[src/logic/lpr_pkg.sv]
// package: register map, fields, resets and carriers of the pulse RAM and rx config slice
package lpr_pkg;

  // ----------------------------------------------------------------
  // register offsets
  // ----------------------------------------------------------------
  localparam logic [7:0] LPR_OFF_RAM_ADDR = 8'h08;
  localparam logic [7:0] LPR_OFF_RAM_DATA = 8'h09;
  localparam logic [7:0] LPR_OFF_RX_CFG0 = 8'h0A;
  localparam logic [7:0] LPR_OFF_RX_CFG1 = 8'h0B;

  // ----------------------------------------------------------------
  // field positions
  // ----------------------------------------------------------------
  localparam int LPR_BIT_TRIGGER = 7;
  localparam int LPR_BIT_DIRECTION = 6;
  localparam int LPR_POS_INTERVAL = 4;
  localparam int LPR_POS_SAMPLE = 0;
  localparam int LPR_POS_AMPLITUDE = 0;
  localparam int LPR_BIT_POWER_DOWN = 4;
  localparam int LPR_BIT_POLARITY = 3;
  localparam int LPR_BIT_CLOCK_EDGE = 2;
  localparam int LPR_POS_DECODE = 0;
  localparam int LPR_BIT_EQUALIZER = 6;
  localparam int LPR_POS_LOSS = 0;

  // ----------------------------------------------------------------
  // reset values and geometry
  // ----------------------------------------------------------------
  localparam logic [4:0] LPR_RST_LOSS = 5'h15;
  localparam logic [4:0] LPR_LOSS_SATURATE = 5'h16;
  localparam logic [6:0] LPR_RST_AMPLITUDE = 7'h00;
  localparam int LPR_INTERVALS = 4;
  localparam int LPR_SAMPLES = 16;
  localparam int LPR_AMP_WIDTH = 7;

  typedef enum logic [1:0] {
    LPR_DEC_HDB3_B8ZS,
    LPR_DEC_AMI,
    LPR_DEC_DUAL_RAIL,
    LPR_DEC_SLICER
  } lpr_decode_t;

  typedef struct packed {
    logic [1:0] intervalSelect;
    logic [3:0] sampleSelect;
  } lpr_ram_addr_t;

  // receive-path controls handed to the analog and decode logic
  typedef struct packed {
    logic powerDown;
    logic rxPolarity;
    logic fallingEdge;
    lpr_decode_t rxDecodeMode;
    logic clockDataRecovery;
    logic decoderBypass;
    logic singleRail;
    logic equalizerEnable;
    logic [4:0] signalLossThreshold;
    logic [4:0] lossClearStep;
  } lpr_rx_ctrl_t;

endpackage

[src/logic/lpr_template_ram.sv]
// file: pulse template storage, flip-flops addressed by interval and sample
`timescale 1ns/1ps
module lpr_template_ram #(
  parameter int INTERVALS = lpr_pkg::LPR_INTERVALS,
  parameter int SAMPLES = lpr_pkg::LPR_SAMPLES,
  parameter int WIDTH = lpr_pkg::LPR_AMP_WIDTH
) (
  input wire logic clk,
  input wire logic reset,
  input wire logic writeEnable,
  input wire logic [$clog2(INTERVALS*SAMPLES)-1:0] index,
  input wire logic [WIDTH-1:0] writeData,
  output logic [WIDTH-1:0] readData
);

  initial begin
    if (INTERVALS < 2 || SAMPLES < 2 || WIDTH < 1) begin
      $error("lpr_template_ram: unsupported geometry");
    end
  end

  logic [WIDTH-1:0] store [INTERVALS*SAMPLES];

  // combinational read; the caller registers it
  assign readData = store[index];

  always_ff @(posedge clk) begin
    if (reset) begin
      for (int i = 0; i < INTERVALS*SAMPLES; i++) begin
        store[i] <= '0;
      end
    end else if (writeEnable) begin
      store[index] <= writeData;
    end
  end

endmodule // lpr_template_ram

[src/logic/lpr_control_regs.sv]
// file: top of the pulse RAM access and receive configuration register slice
//
// Strobed register access was left to the implementer.
`timescale 1ns/1ps
module lpr_control_regs (
  input wire logic clk,
  input wire logic reset,
  input wire logic [7:0] regAddr,
  input wire logic [7:0] regWriteData,
  input wire logic regWrite,
  input wire logic regRead,
  output logic [7:0] regReadData,
  output lpr_pkg::lpr_rx_ctrl_t rxCtrl
);

  // ----------------------------------------------------------------
  // stored fields
  // ----------------------------------------------------------------
  logic readDirection;
  lpr_pkg::lpr_ram_addr_t ramAddr;
  logic [6:0] sampleAmplitude;
  logic powerDown;
  logic rxPolarity;
  logic fallingEdge;
  logic [1:0] rxDecodeMode;
  logic equalizerEnable;
  logic [4:0] signalLossThreshold;

  // ----------------------------------------------------------------
  // decode
  // ----------------------------------------------------------------
  wire logic hitAddr = regAddr == lpr_pkg::LPR_OFF_RAM_ADDR;
  wire logic hitData = regAddr == lpr_pkg::LPR_OFF_RAM_DATA;
  wire logic hitCfg0 = regAddr == lpr_pkg::LPR_OFF_RX_CFG0;
  wire logic hitCfg1 = regAddr == lpr_pkg::LPR_OFF_RX_CFG1;
  wire logic wrAddr = regWrite && hitAddr;

  // trigger access: trigger only acts when written as one
  wire logic trigger = wrAddr && regWriteData[lpr_pkg::LPR_BIT_TRIGGER];
  // access direction: the direction written alongside the trigger counts
  wire logic accessDir = regWriteData[lpr_pkg::LPR_BIT_DIRECTION];
  wire logic ramWrite = trigger && !accessDir;
  // interval address and sample address form the index
  wire logic [1:0] nextInterval = wrAddr ?
    regWriteData[lpr_pkg::LPR_POS_INTERVAL +: 2] : ramAddr.intervalSelect;
  wire logic [3:0] nextSample = wrAddr ?
    regWriteData[lpr_pkg::LPR_POS_SAMPLE +: 4] : ramAddr.sampleSelect;
  wire logic [5:0] ramIndex = {nextInterval, nextSample};
  wire logic [6:0] ramReadData;

  lpr_template_ram u_ram (
    .clk(clk),
    .reset(reset),
    .writeEnable(ramWrite),
    .index(ramIndex),
    .writeData(sampleAmplitude),
    .readData(ramReadData)
  );

  // reserved zero: unused bits are never stored and read as zero
  wire logic [7:0] readMux =
    hitAddr ? {1'b0, readDirection, ramAddr.intervalSelect,
               ramAddr.sampleSelect} :
    hitData ? {1'b0, sampleAmplitude} :
    hitCfg0 ? {3'b000, powerDown, rxPolarity, fallingEdge, rxDecodeMode} :
    hitCfg1 ? {1'b0, equalizerEnable, 1'b0, signalLossThreshold} :
    8'h00;

  // loss levels: steps of 2 dB saturate at code 10110
  wire logic [4:0] lossStep =
    (signalLossThreshold >= lpr_pkg::LPR_LOSS_SATURATE) ?
    lpr_pkg::LPR_LOSS_SATURATE : signalLossThreshold;

  // decoding modes, dual rail, slicer bypass
  wire logic slicerMode = rxDecodeMode == 2'h3;
  wire logic dualRail = rxDecodeMode[1];

  // ----------------------------------------------------------------
  // register writes
  // ----------------------------------------------------------------
  always_ff @(posedge clk) begin
    if (reset) begin
      readDirection <= 1'b0;
      ramAddr <= '0;
      powerDown <= 1'b0;
      rxPolarity <= 1'b0;
      fallingEdge <= 1'b0;
      rxDecodeMode <= 2'h0;
      equalizerEnable <= 1'b0;
      signalLossThreshold <= lpr_pkg::LPR_RST_LOSS;
    end else if (regWrite) begin
      if (hitAddr) begin
        readDirection <= regWriteData[lpr_pkg::LPR_BIT_DIRECTION];
        ramAddr <= {nextInterval, nextSample};
      end
      if (hitCfg0) begin
        powerDown <= regWriteData[lpr_pkg::LPR_BIT_POWER_DOWN];
        rxPolarity <= regWriteData[lpr_pkg::LPR_BIT_POLARITY];
        fallingEdge <= regWriteData[lpr_pkg::LPR_BIT_CLOCK_EDGE];
        rxDecodeMode <= regWriteData[lpr_pkg::LPR_POS_DECODE +: 2];
      end
      if (hitCfg1) begin
        equalizerEnable <= regWriteData[lpr_pkg::LPR_BIT_EQUALIZER];
        signalLossThreshold <= regWriteData[lpr_pkg::LPR_POS_LOSS +: 5];
      end
    end
  end

  // read result: the RAM answer replaces the amplitude at the same edge that takes the trigger write
  always_ff @(posedge clk) begin
    if (reset) begin
      sampleAmplitude <= lpr_pkg::LPR_RST_AMPLITUDE;
    end else begin
      if (trigger && accessDir) begin
        sampleAmplitude <= ramReadData;
      end else if (regWrite && hitData) begin
        sampleAmplitude <= regWriteData[6:0];
      end
    end
  end

  // ----------------------------------------------------------------
  // outputs
  // ----------------------------------------------------------------
  always_ff @(posedge clk) begin
    if (reset) begin
      regReadData <= 8'h00;
    end else begin
      regReadData <= regRead ? readMux : 8'h00;
    end
  end

  always_ff @(posedge clk) begin
    if (reset) begin
      rxCtrl <= '0;
      rxCtrl.clockDataRecovery <= 1'b1;
      rxCtrl.singleRail <= 1'b1;
      rxCtrl.signalLossThreshold <= lpr_pkg::LPR_RST_LOSS;
      rxCtrl.lossClearStep <= lpr_pkg::LPR_RST_LOSS;
    end else begin
      rxCtrl.powerDown <= powerDown;
      rxCtrl.rxPolarity <= rxPolarity;
      // edge ignored: slicer output has no retiming edge
      rxCtrl.fallingEdge <= fallingEdge && !slicerMode;
      rxCtrl.rxDecodeMode <= lpr_pkg::lpr_decode_t'(rxDecodeMode);
      rxCtrl.clockDataRecovery <= !slicerMode;
      rxCtrl.decoderBypass <= dualRail;
      rxCtrl.singleRail <= !dualRail;
      rxCtrl.equalizerEnable <= equalizerEnable;
      rxCtrl.signalLossThreshold <= signalLossThreshold;
      rxCtrl.lossClearStep <= lossStep;
    end
  end

endmodule // lpr_control_regs

[config.mk]
export PLATFORM = sky130hd
export DESIGN_NAME = lpr_control_regs
export DESIGN_NICKNAME = d
export VERILOG_FILES = /design/src/logic/lpr_pkg.sv /design/src/logic/lpr_template_ram.sv /design/src/logic/lpr_control_regs.sv
export SDC_FILE = /design/constraint.sdc
export NUM_CORES = 1
export LEC_CHECK = 0
export BUFFER_PORTS_ARGS = -buffer_cell sky130_fd_sc_hd__buf_4
export CORE_MARGIN = 2
export CORE_UTILIZATION = 50
export DETAILED_ROUTE_END_ITERATION = 10
export PLACE_DENSITY = 0.66
export SYNTH_ARGS = -nofsm -noshare
export SYNTH_HDL_FRONTEND = slang
export SYNTH_SLANG_ARGS = --single-unit
[constraint.sdc]
create_clock -name clk -period 6.48 [get_ports clk]
set_input_delay 0.648 -clock clk [delete_from_list [all_inputs] [get_ports clk]]
set_output_delay 0.648 -clock clk [all_outputs]
set_load 0.03 [all_outputs]
# Word level (Yosys, flattened, before mapping)
# Memory sizes are Yosys's and may differ from the RTL's.
# Cells that the tools add are included.
# word_totals
output_inout_bits,27
mem_count,1
word_cells,65
register_bits,52
ram_bits,448
# memory_table
name,depth,word_bits,read_ports,rd_ports_with_merged_regs,wr,line_no,text
u_ram.store,64,7,1,0,64,lpr_template_ram.sv:22,logic [WIDTH-1:0] store [INTERVALS*SAMPLES];
# op_classes
n_lt_le_gt_ge,1
n_reduce_logical,17
n_bitwise,1
mux,17
n_eq_ne,5
# ops
cell,count
7-bit two-way mux,7
"8-bit by 4-bit == test with 1-bit output, second input constant",4
7-bit OR reduction,1
1-bit logical AND,6
1-bit two-way mux,6
6-bit two-way mux,1
2-bit AND reduction,3
"5-bit greater-or-equal comparator, second input constant",1
5-bit OR reduction,1
2-bit two-way mux,2
4-bit two-way mux,1
2-bit OR reduction,2
1-bit logical NOT,3
"2-bit == test, second input constant",1
2-bit nonzero test,1
1-bit inverter,1

# Longest topological paths before layout
# Gate-level depths: netlist (run 1).
# depth
ltp_word,9
mapped_depth,13
mapped_depth_nobuf,9

# Modules after synthesis
# From an unflattened synthesis (run 1), not the netlist that was laid out.
# hier_totals
cells_unflattened,1764
hier_area_um2,22878.2
# by_module_without_submodules
module,seq_area_each_um2,n_inst,area_each_um2,cells_each
lpr_template_ram,13452.9,1,20990.1,1579
lpr_control_regs,1001.0,1,1888.1,185

# Worst setup path after synthesis (run 1)
# OpenSTA, ideal clock, no wires.
# synth_timing
kind,input to register
start,input port regAddr[7]
end,memory u_ram.store[15][0] (netlist name) (enable)
path_slack_ps,3127
arrival_time_ps,2972
required_time_ps,6099
n_path_buf,3
stages,8
setup_time_ps,381
cell_sequence,or4_4 buf_6 nor4_2 o21bai_2 buf_4 nand2_2 clkbuf_1 o21ai_0
# synth_lines
element,line_no,text
start: declaration,lpr_control_regs.sv:8,"input wire logic [7:0] regAddr,"
end: declaration,lpr_template_ram.sv:22,

==> results.md, run 1 <==
- Router iterations before antenna repair: 9
- Largest net degree at the start of global routing: 78
- Clock sink count: 498
- Beginning of the worst register-to-register path: ramAddr[0]
- Final std cells w/o fill: 2589
- Total number of vias: 17400
- Initial antenna violation count: 3
- Number of distinct library cells after synthesis: 80
- Clock period minus worst slack: 4.67 ns
- Reg2reg end: u_ram.store[5][2]
- Fraction of layout instances using a drive strength above 1: 10.7%
- Worst-skew pair later-pin latency: 0.61 ns
- Number of instances resized during post-cts repair: 0
- Util after Layout: 56.1%
- Final hold violation count: 0
- Count of cells along the worst register-to-register path: 5
- First-pass GRT wire length: 113000 um
- Clock tree from TritonCTS: yes
- Leakage dissipation: 9.16 nW
- Worst voltage drop across the vdd grid: 0.000247 V
- Cell area after synthesis: 23500 sq um
- Full die area: 48700 sq um
- Number of primary I/O pins: 47
- Crit Path Max Fanout: 21
- Remaining antenna violation count: 0
- Sequential area share after synthesis: 61.5%
- Highest achievable clock rate: 214 MHz
- Detailed Place HPWL: 49200 um
- Fillers: 3804
- Total congestion overflow after global routing: 0
- Final setup TNS: 0 ns
- Site row count: 79
- Mapped Nets: 1982
- Number of H-tree levels: 2
- Pins Over Slew Limit: 0
- Via count of the first global-routing pass: 16300
- Clock tree root driver cell: clkbuf_16
- Total setup buffers inserted after CTS: 0
- Outcome: complete, no violations
- Count of hold-fix buffers inserted at cts: 0
- Post-placement cell count: 2492
- Worst hold path type: input pin to register
- Crit Path Category: register to register
- Clock slew at the register clock pins of the worst setup and hold paths: 0.06 ns
- Arrival time at the worst endpoint: 4.90 ns
- Post-detailed-route via-to-cell ratio: 6.71
- Total Nets Final: 1958
- Total core area: 46500 sq um
- Vert. Die Dim: 221 um
- Worst slew pin tran: 1.22 ns
- Count of final setup violators: 0
- Layout Area Growth over Synthesis: 10.9%
- Crit path launch: ramAddr[0]
- Post-Route WL: 78700 um
- Number of enable-type register cells in the synthesized netlist: 448
- Max-slew headroom: 18.8%
- RSZ-0062 raised after global routing: false
- Total number of yosys warnings: 0
- Synth Instances: 1962
- Starting utilization of the core area: 50.6%
- Count of unresolved DRC violations after routing: 0
- Clock Skews: 0.0261 ns
- IO Port Bufs: 45
- Top flip-flop cell by instance count after synthesis: edfxtp_1
- DRC violation total after the first TritonRoute iteration: 2671
- Fraction of registers with async set/reset: 0%
- Clock Tree Buf Depth: 3
- Inserted Clock Buffers: 51
- Ratio of final minimum period to clock period: 72.1%
- Setup crit end: u_ram.store[5][2]
- Critical path data required time: 6.71 ns
- GRT Resource Usage Total: 32.4%
- Die outline width: 221 um
- Gpl congestion: 0.976
- Crit end category: register
- Setup slack on the worst flop-to-flop path: 1.81 ns
- Startpoint types: register
- Avg Inst Size Synth: 12.0 sq um
- Synthesis-stage register bit count: 498
- Routed length per placed instance: 30.4 um
- PwrDens: 267 nW/um^2
- Max-cap viol count: 0
worst min path at each step:
stage,start,to,slack [ns],cells after the start
final,regWriteData[5],ramAddr[5],0.37,3
after global routing,regWriteData[5],ramAddr[5],0.35,3
after CTS,regWriteData[6],readDirection,0.34,3
after detailed placement,rxDecodeMode[1],rxCtrl[11],0.44,1
after global placement,rxDecodeMode[1],rxCtrl[11],0.43,1
after floorplan,rxDecodeMode[0],rxCtrl[13],0.39,1
routing by layer:
layer	track usage [%]	share of wire (%)	vias up	wire length, um
met5	0	0	-	0
met4	16.5	5.8	0	4570
met3	7.95	13	279	10400
met2	48.2	44	1365	34300
met1	44.4	37	8445	29400
li1	-	-	7282	-
per-stage QoR:
stage	power, mW	setup WS, ns	instance area [sq um]	hold slack (ns)
floorplan	3.78	3.13	23500	0.388
global placement	3.87	1.75	24300	0.433
detailed placement	3.87	1.60	24300	0.445
CTS	6.96	2.00	26100	0.341
global route	7.10	1.82	26100	0.352
finish	6.96	1.81	26100	0.370
cell families (layout without fill, tap and decap cells):
kind of cell / after synthesis / after routing / share of synthesized area [%]
buf+inv: 166 / 185 / 3.11
other cells: 1 / 2 / 0.0160
mux: 56 / 56 / 2.72
simple gates: 817 / 817 / 19.6
compound gates: 424 / 424 / 13.0
flops: 498 / 498 / 61.5
cell type report:
type	instances	area (sq um)	share of cell area, %
Tap cell	607	759	2.92
Antenna cell	1	2.50	0.00960
Multi-Input combinational cell	1298	8380	32.2
Clock inverter	30	340	1.31
Clock buffer	66	1450	5.55
Sequential cell	498	14500	55.6
Timing Repair Buffer	83	623	2.39
Inverter	6	23.8	0.0912
cells in the mapped netlist, types with 5 or more instances:
cell type | instances | share of area [%]
and2_1 | 452 | 12
edfxtp_1 | 448 | 57
nand2_1 | 115 | 1.8
nor2_1 | 115 | 1.8
clkbuf_1 | 108 | 1.7
o21ai_0 | 90 | 1.9
a22oi_1 | 77 | 2.5
a21oi_1 | 58 | 1.2
dfxtp_1 | 50 | 4.3
mux2i_1 | 47 | 2.0
a222oi_1 | 39 | 1.7
buf_2 | 31 | 0.66
a221oi_1 | 29 | 1.1
nand3_1 | 28 | 0.60
a22o_1 | 24 | 0.90
a31oi_1 | 22 | 0.59
nor3_1 | 18 | 0.38
nor2b_1 | 16 | 0.43
and3_1 | 12 | 0.32
nor4_1 | 11 | 0.29
a2111oi_0 | 10 | 0.37
a221o_1 | 10 | 0.43
a41oi_1 | 8 | 0.30
buf_1 | 8 | 0.13
buf_4 | 8 | 0.26
a21o_1 | 7 | 0.22
or2_2 | 7 | 0.19
a32oi_1 | 6 | 0.22
inv_1 | 6 | 0.096
nand2b_1 | 6 | 0.16
nand4_1 | 6 | 0.16
o22ai_1 | 6 | 0.16
buf_6 | 5 | 0.24
mux4_2 | 5 | 0.48
o211ai_1 | 5 | 0.16
o221ai_1 | 5 | 0.19
report_power, final:
group	total, mW	switching [mW]	internal (mW)	leakage, nW
registers	3.65	0.0640	3.59	5.03
logic	0.164	0.124	0.0397	3.25
clock network	3.15	1.29	1.86	0.883
critical path: stages, from the launching register on:
cell      delay, ns
dfxtp_1        0.93
nand2b_1       0.44
a311oi_4       0.37
or2_2          0.67
nand2_1        0.75
o21ai_0        1.11
sequential cells by signal, summed over array words and instances (netlist names), 2 cells and up:
name and cells:
rxCtrl 18, signalLossThreshold 5, rxDecodeMode 2, regReadData 7, ramAddr 6, sampleAmplitude 7, u_ram.store 448
cells in the final DEF (no fill, tap or decap), types with 12 or more instances in the layout:
cell type,count
nor2_1,114
a31oi_1,21
a22oi_1,77
nor2b_1,16
edfxtp_1,448
a22o_1,24
and2_1,452
buf_4,83
o21ai_0,90
a21oi_1,58
clkbuf_16,55
and3_1,12
a221oi_1,29
a222oi_1,39
nand3_1,28
nand2_1,115
mux2i_1,47
dfxtp_1,43
nor3_1,14
Note: power is estimated with default switching activity, not from simulation.
==> run 2: changes to the inputs <==
clock period = 4.66 ns   (was 6.48 ns; I/O delays follow)
==> run 2 against run 1 <==
  * Clock power increased by 30%
  * Count of clock-buffer cells in the layout increased by 2
  * Critical endpoint is now sampleAmplitude[0]
  * Worst setup slack got worse by 0.99 ns
  * Routed wire length increased by 3.0%
==> results.md, run 2 (synthesized netlist as in run 1, its figures left out) <==
- Outcome: complete, no violations
- Worst slew pin tran: 1.16 ns
- Router iterations before antenna repair: 7
- Highest achievable clock rate: 260 MHz
- Number of H-tree levels: 2
- Count of unresolved DRC violations after routing: 0
- DRC violation total after the first TritonRoute iteration: 3100
- First-pass GRT wire length: 117000 um
- Final hold violation count: 0
- Clock Tree Buf Depth: 3
- Clock tree root driver cell: clkbuf_16
- Startpoint types: input pin
- Max FFs per register: 448
- Remaining antenna violation count: 0
- Total congestion overflow after global routing: 0
- Fraction of layout instances using a drive strength above 1: 14.5%
- Highest-count cells in the layout ignoring fill and taps: and2_1 (452), edfxtp_1 (448), buf_4 (175)
- Clock sink count: 498
- Gpl congestion: 0.981
- Clock Skews: 0.0162 ns
- Count of final setup violators: 0
- Inserted Clock Buffers: 53
- Crit Path Category: input pin to register
- Leakage dissipation: 9.56 nW
- Max-slew headroom: 22.6%
- Count of hold-fix buffers inserted at cts: 0
- Max-cap viol count: 0
- Total number of vias: 17600
- Starting utilization of the core area: 50.6%
- Diode insertion count for antenna repair: 0
- Die outline width: 221 um
- Post-Route WL: 81000 um
- Crit end category: register
- PwrDens: 355 nW/um^2
- IO Port Bufs: 45
- Number of instances resized during post-cts repair: 0
- Full die area: 48700 sq um
- Layout Area Growth over Synthesis: 13.4%
- Via count of the first global-routing pass: 16700
- Total setup buffers inserted after CTS: 0
- Count of cells along the worst register-to-register path: 7
- Final setup TNS: 0 ns
- RSZ-0062 raised after global routing: false
- Site row count: 79
- Total Nets Final: 2052
- Fillers: 3781
- Number of primary I/O pins: 47
- Leading cell type in the layout, fill and taps excluded: and2_1
- Arrival time at the worst endpoint: 4.33 ns
- Largest registers: u_ram.store (448), rxCtrl (18)
- Worst hold stages: 3
- Clock slew at the register clock pins of the worst setup and hold paths: 0.06 ns
- Detailed Place HPWL: 52600 um
- Combined flip-flop and latch cell area: 14500 sq um
- GRT Resource Usage Total: 33.6%
- Worst hold path type: input pin to register
- Initial antenna violation count: 1
- Pins Over Slew Limit: 0
- Worst-skew pair later-pin latency: 0.61 ns
- Reg with most FFs: u_ram.store
- Ratio of final minimum period to clock period: 82.6%
- Worst voltage drop across the vdd grid: 0.000330 V
- Util after Layout: 57.3%
- Clock period minus worst slack: 3.85 ns
- Critical path data required time: 5.14 ns
- Routed length per placed instance: 30.2 um
- Post-detailed-route via-to-cell ratio: 6.56
- Clock tree from TritonCTS: yes
- Vert. Die Dim: 221 um
- Largest net degree at the start of global routing: 67
- Footprint of the multi-input gates: 8380 sq um
- Crit Path Max Fanout: 19
- Total core area: 46500 sq um
==> run 2: changes by cell type in the layout (fill, tap and decap cells not counted), sizes merged <==
cell and delta:
clkbuf +2, buf +92, diode -1, bufinv -4, inv -4, clkinv +5
==> run 2: final timing paths <==
path / startpoint / to / slack [ns]
max reg2reg: ramAddr[0] / u_ram.store[9][2] / 0.87
min: regWriteData[5] / ramAddr[5] / 0.18
min reg2reg: rxDecodeMode[0] / rxCtrl[13] / 0.45
max: regAddr[7] / sampleAmplitude[0] / 0.81
==> run 2: layer usage <==
metal | vias up | global-route usage (%) | share of wire (%)
li1 | 7456 | - | -
met1 | 8614 | 45.6 | 38
met3 | 247 | 8.74 | 13
met2 | 1244 | 49.9 | 44
met4 | 0 | 17.2 | 5.7
met5 | - | 0 | 0
==> run 2: critical path: stages <==
cell and delay (ns):
buf_4 0.12, nor4_2 0.60, buf_4 0.28, nand3_2 0.17, a21o_1 0.58, buf_4 0.41, a221oi_1 0.63, o21ai_0 0.35
a2111oi_0 0.58, a21oi_1 0.13
==> run 2: final cells by class <==
type	count	share of cell area [%]
well taps	607	2.85
inverters	6	0.0893
flip-flops and latches	498	54.4
repair buffers	175	4.93
clock inverters	27	0.799
multi-input cells	1298	31.5
clock buffers	68	5.46
==> run 2: power by group <==
group	leakage [nW]	switching [mW]	internal, mW
logic	3.70	0.187	0.0924
registers	5.03	0.0840	4.98
clock network	0.828	1.75	2.35
==> run 2: stage by stage <==
| step | hold WS [ns] | worst slack, ns | area, sq um | power [mW] | std cells |
|---|---|---|---|---|---|
| floorplan | 0.388 | 1.49 | 23500 | 5.26 | 1962 |
| global placement | 0.421 | 0.568 | 25000 | 5.42 | 2584 |
| detailed placement | 0.438 | 0.382 | 25000 | 5.42 | 2584 |
| CTS | 0.143 | 0.968 | 26600 | 9.47 | 2679 |
| global route | 0.177 | 0.805 | 26600 | 9.69 | 2679 |
| finish | 0.177 | 0.813 | 26600 | 9.45 | 2679 |
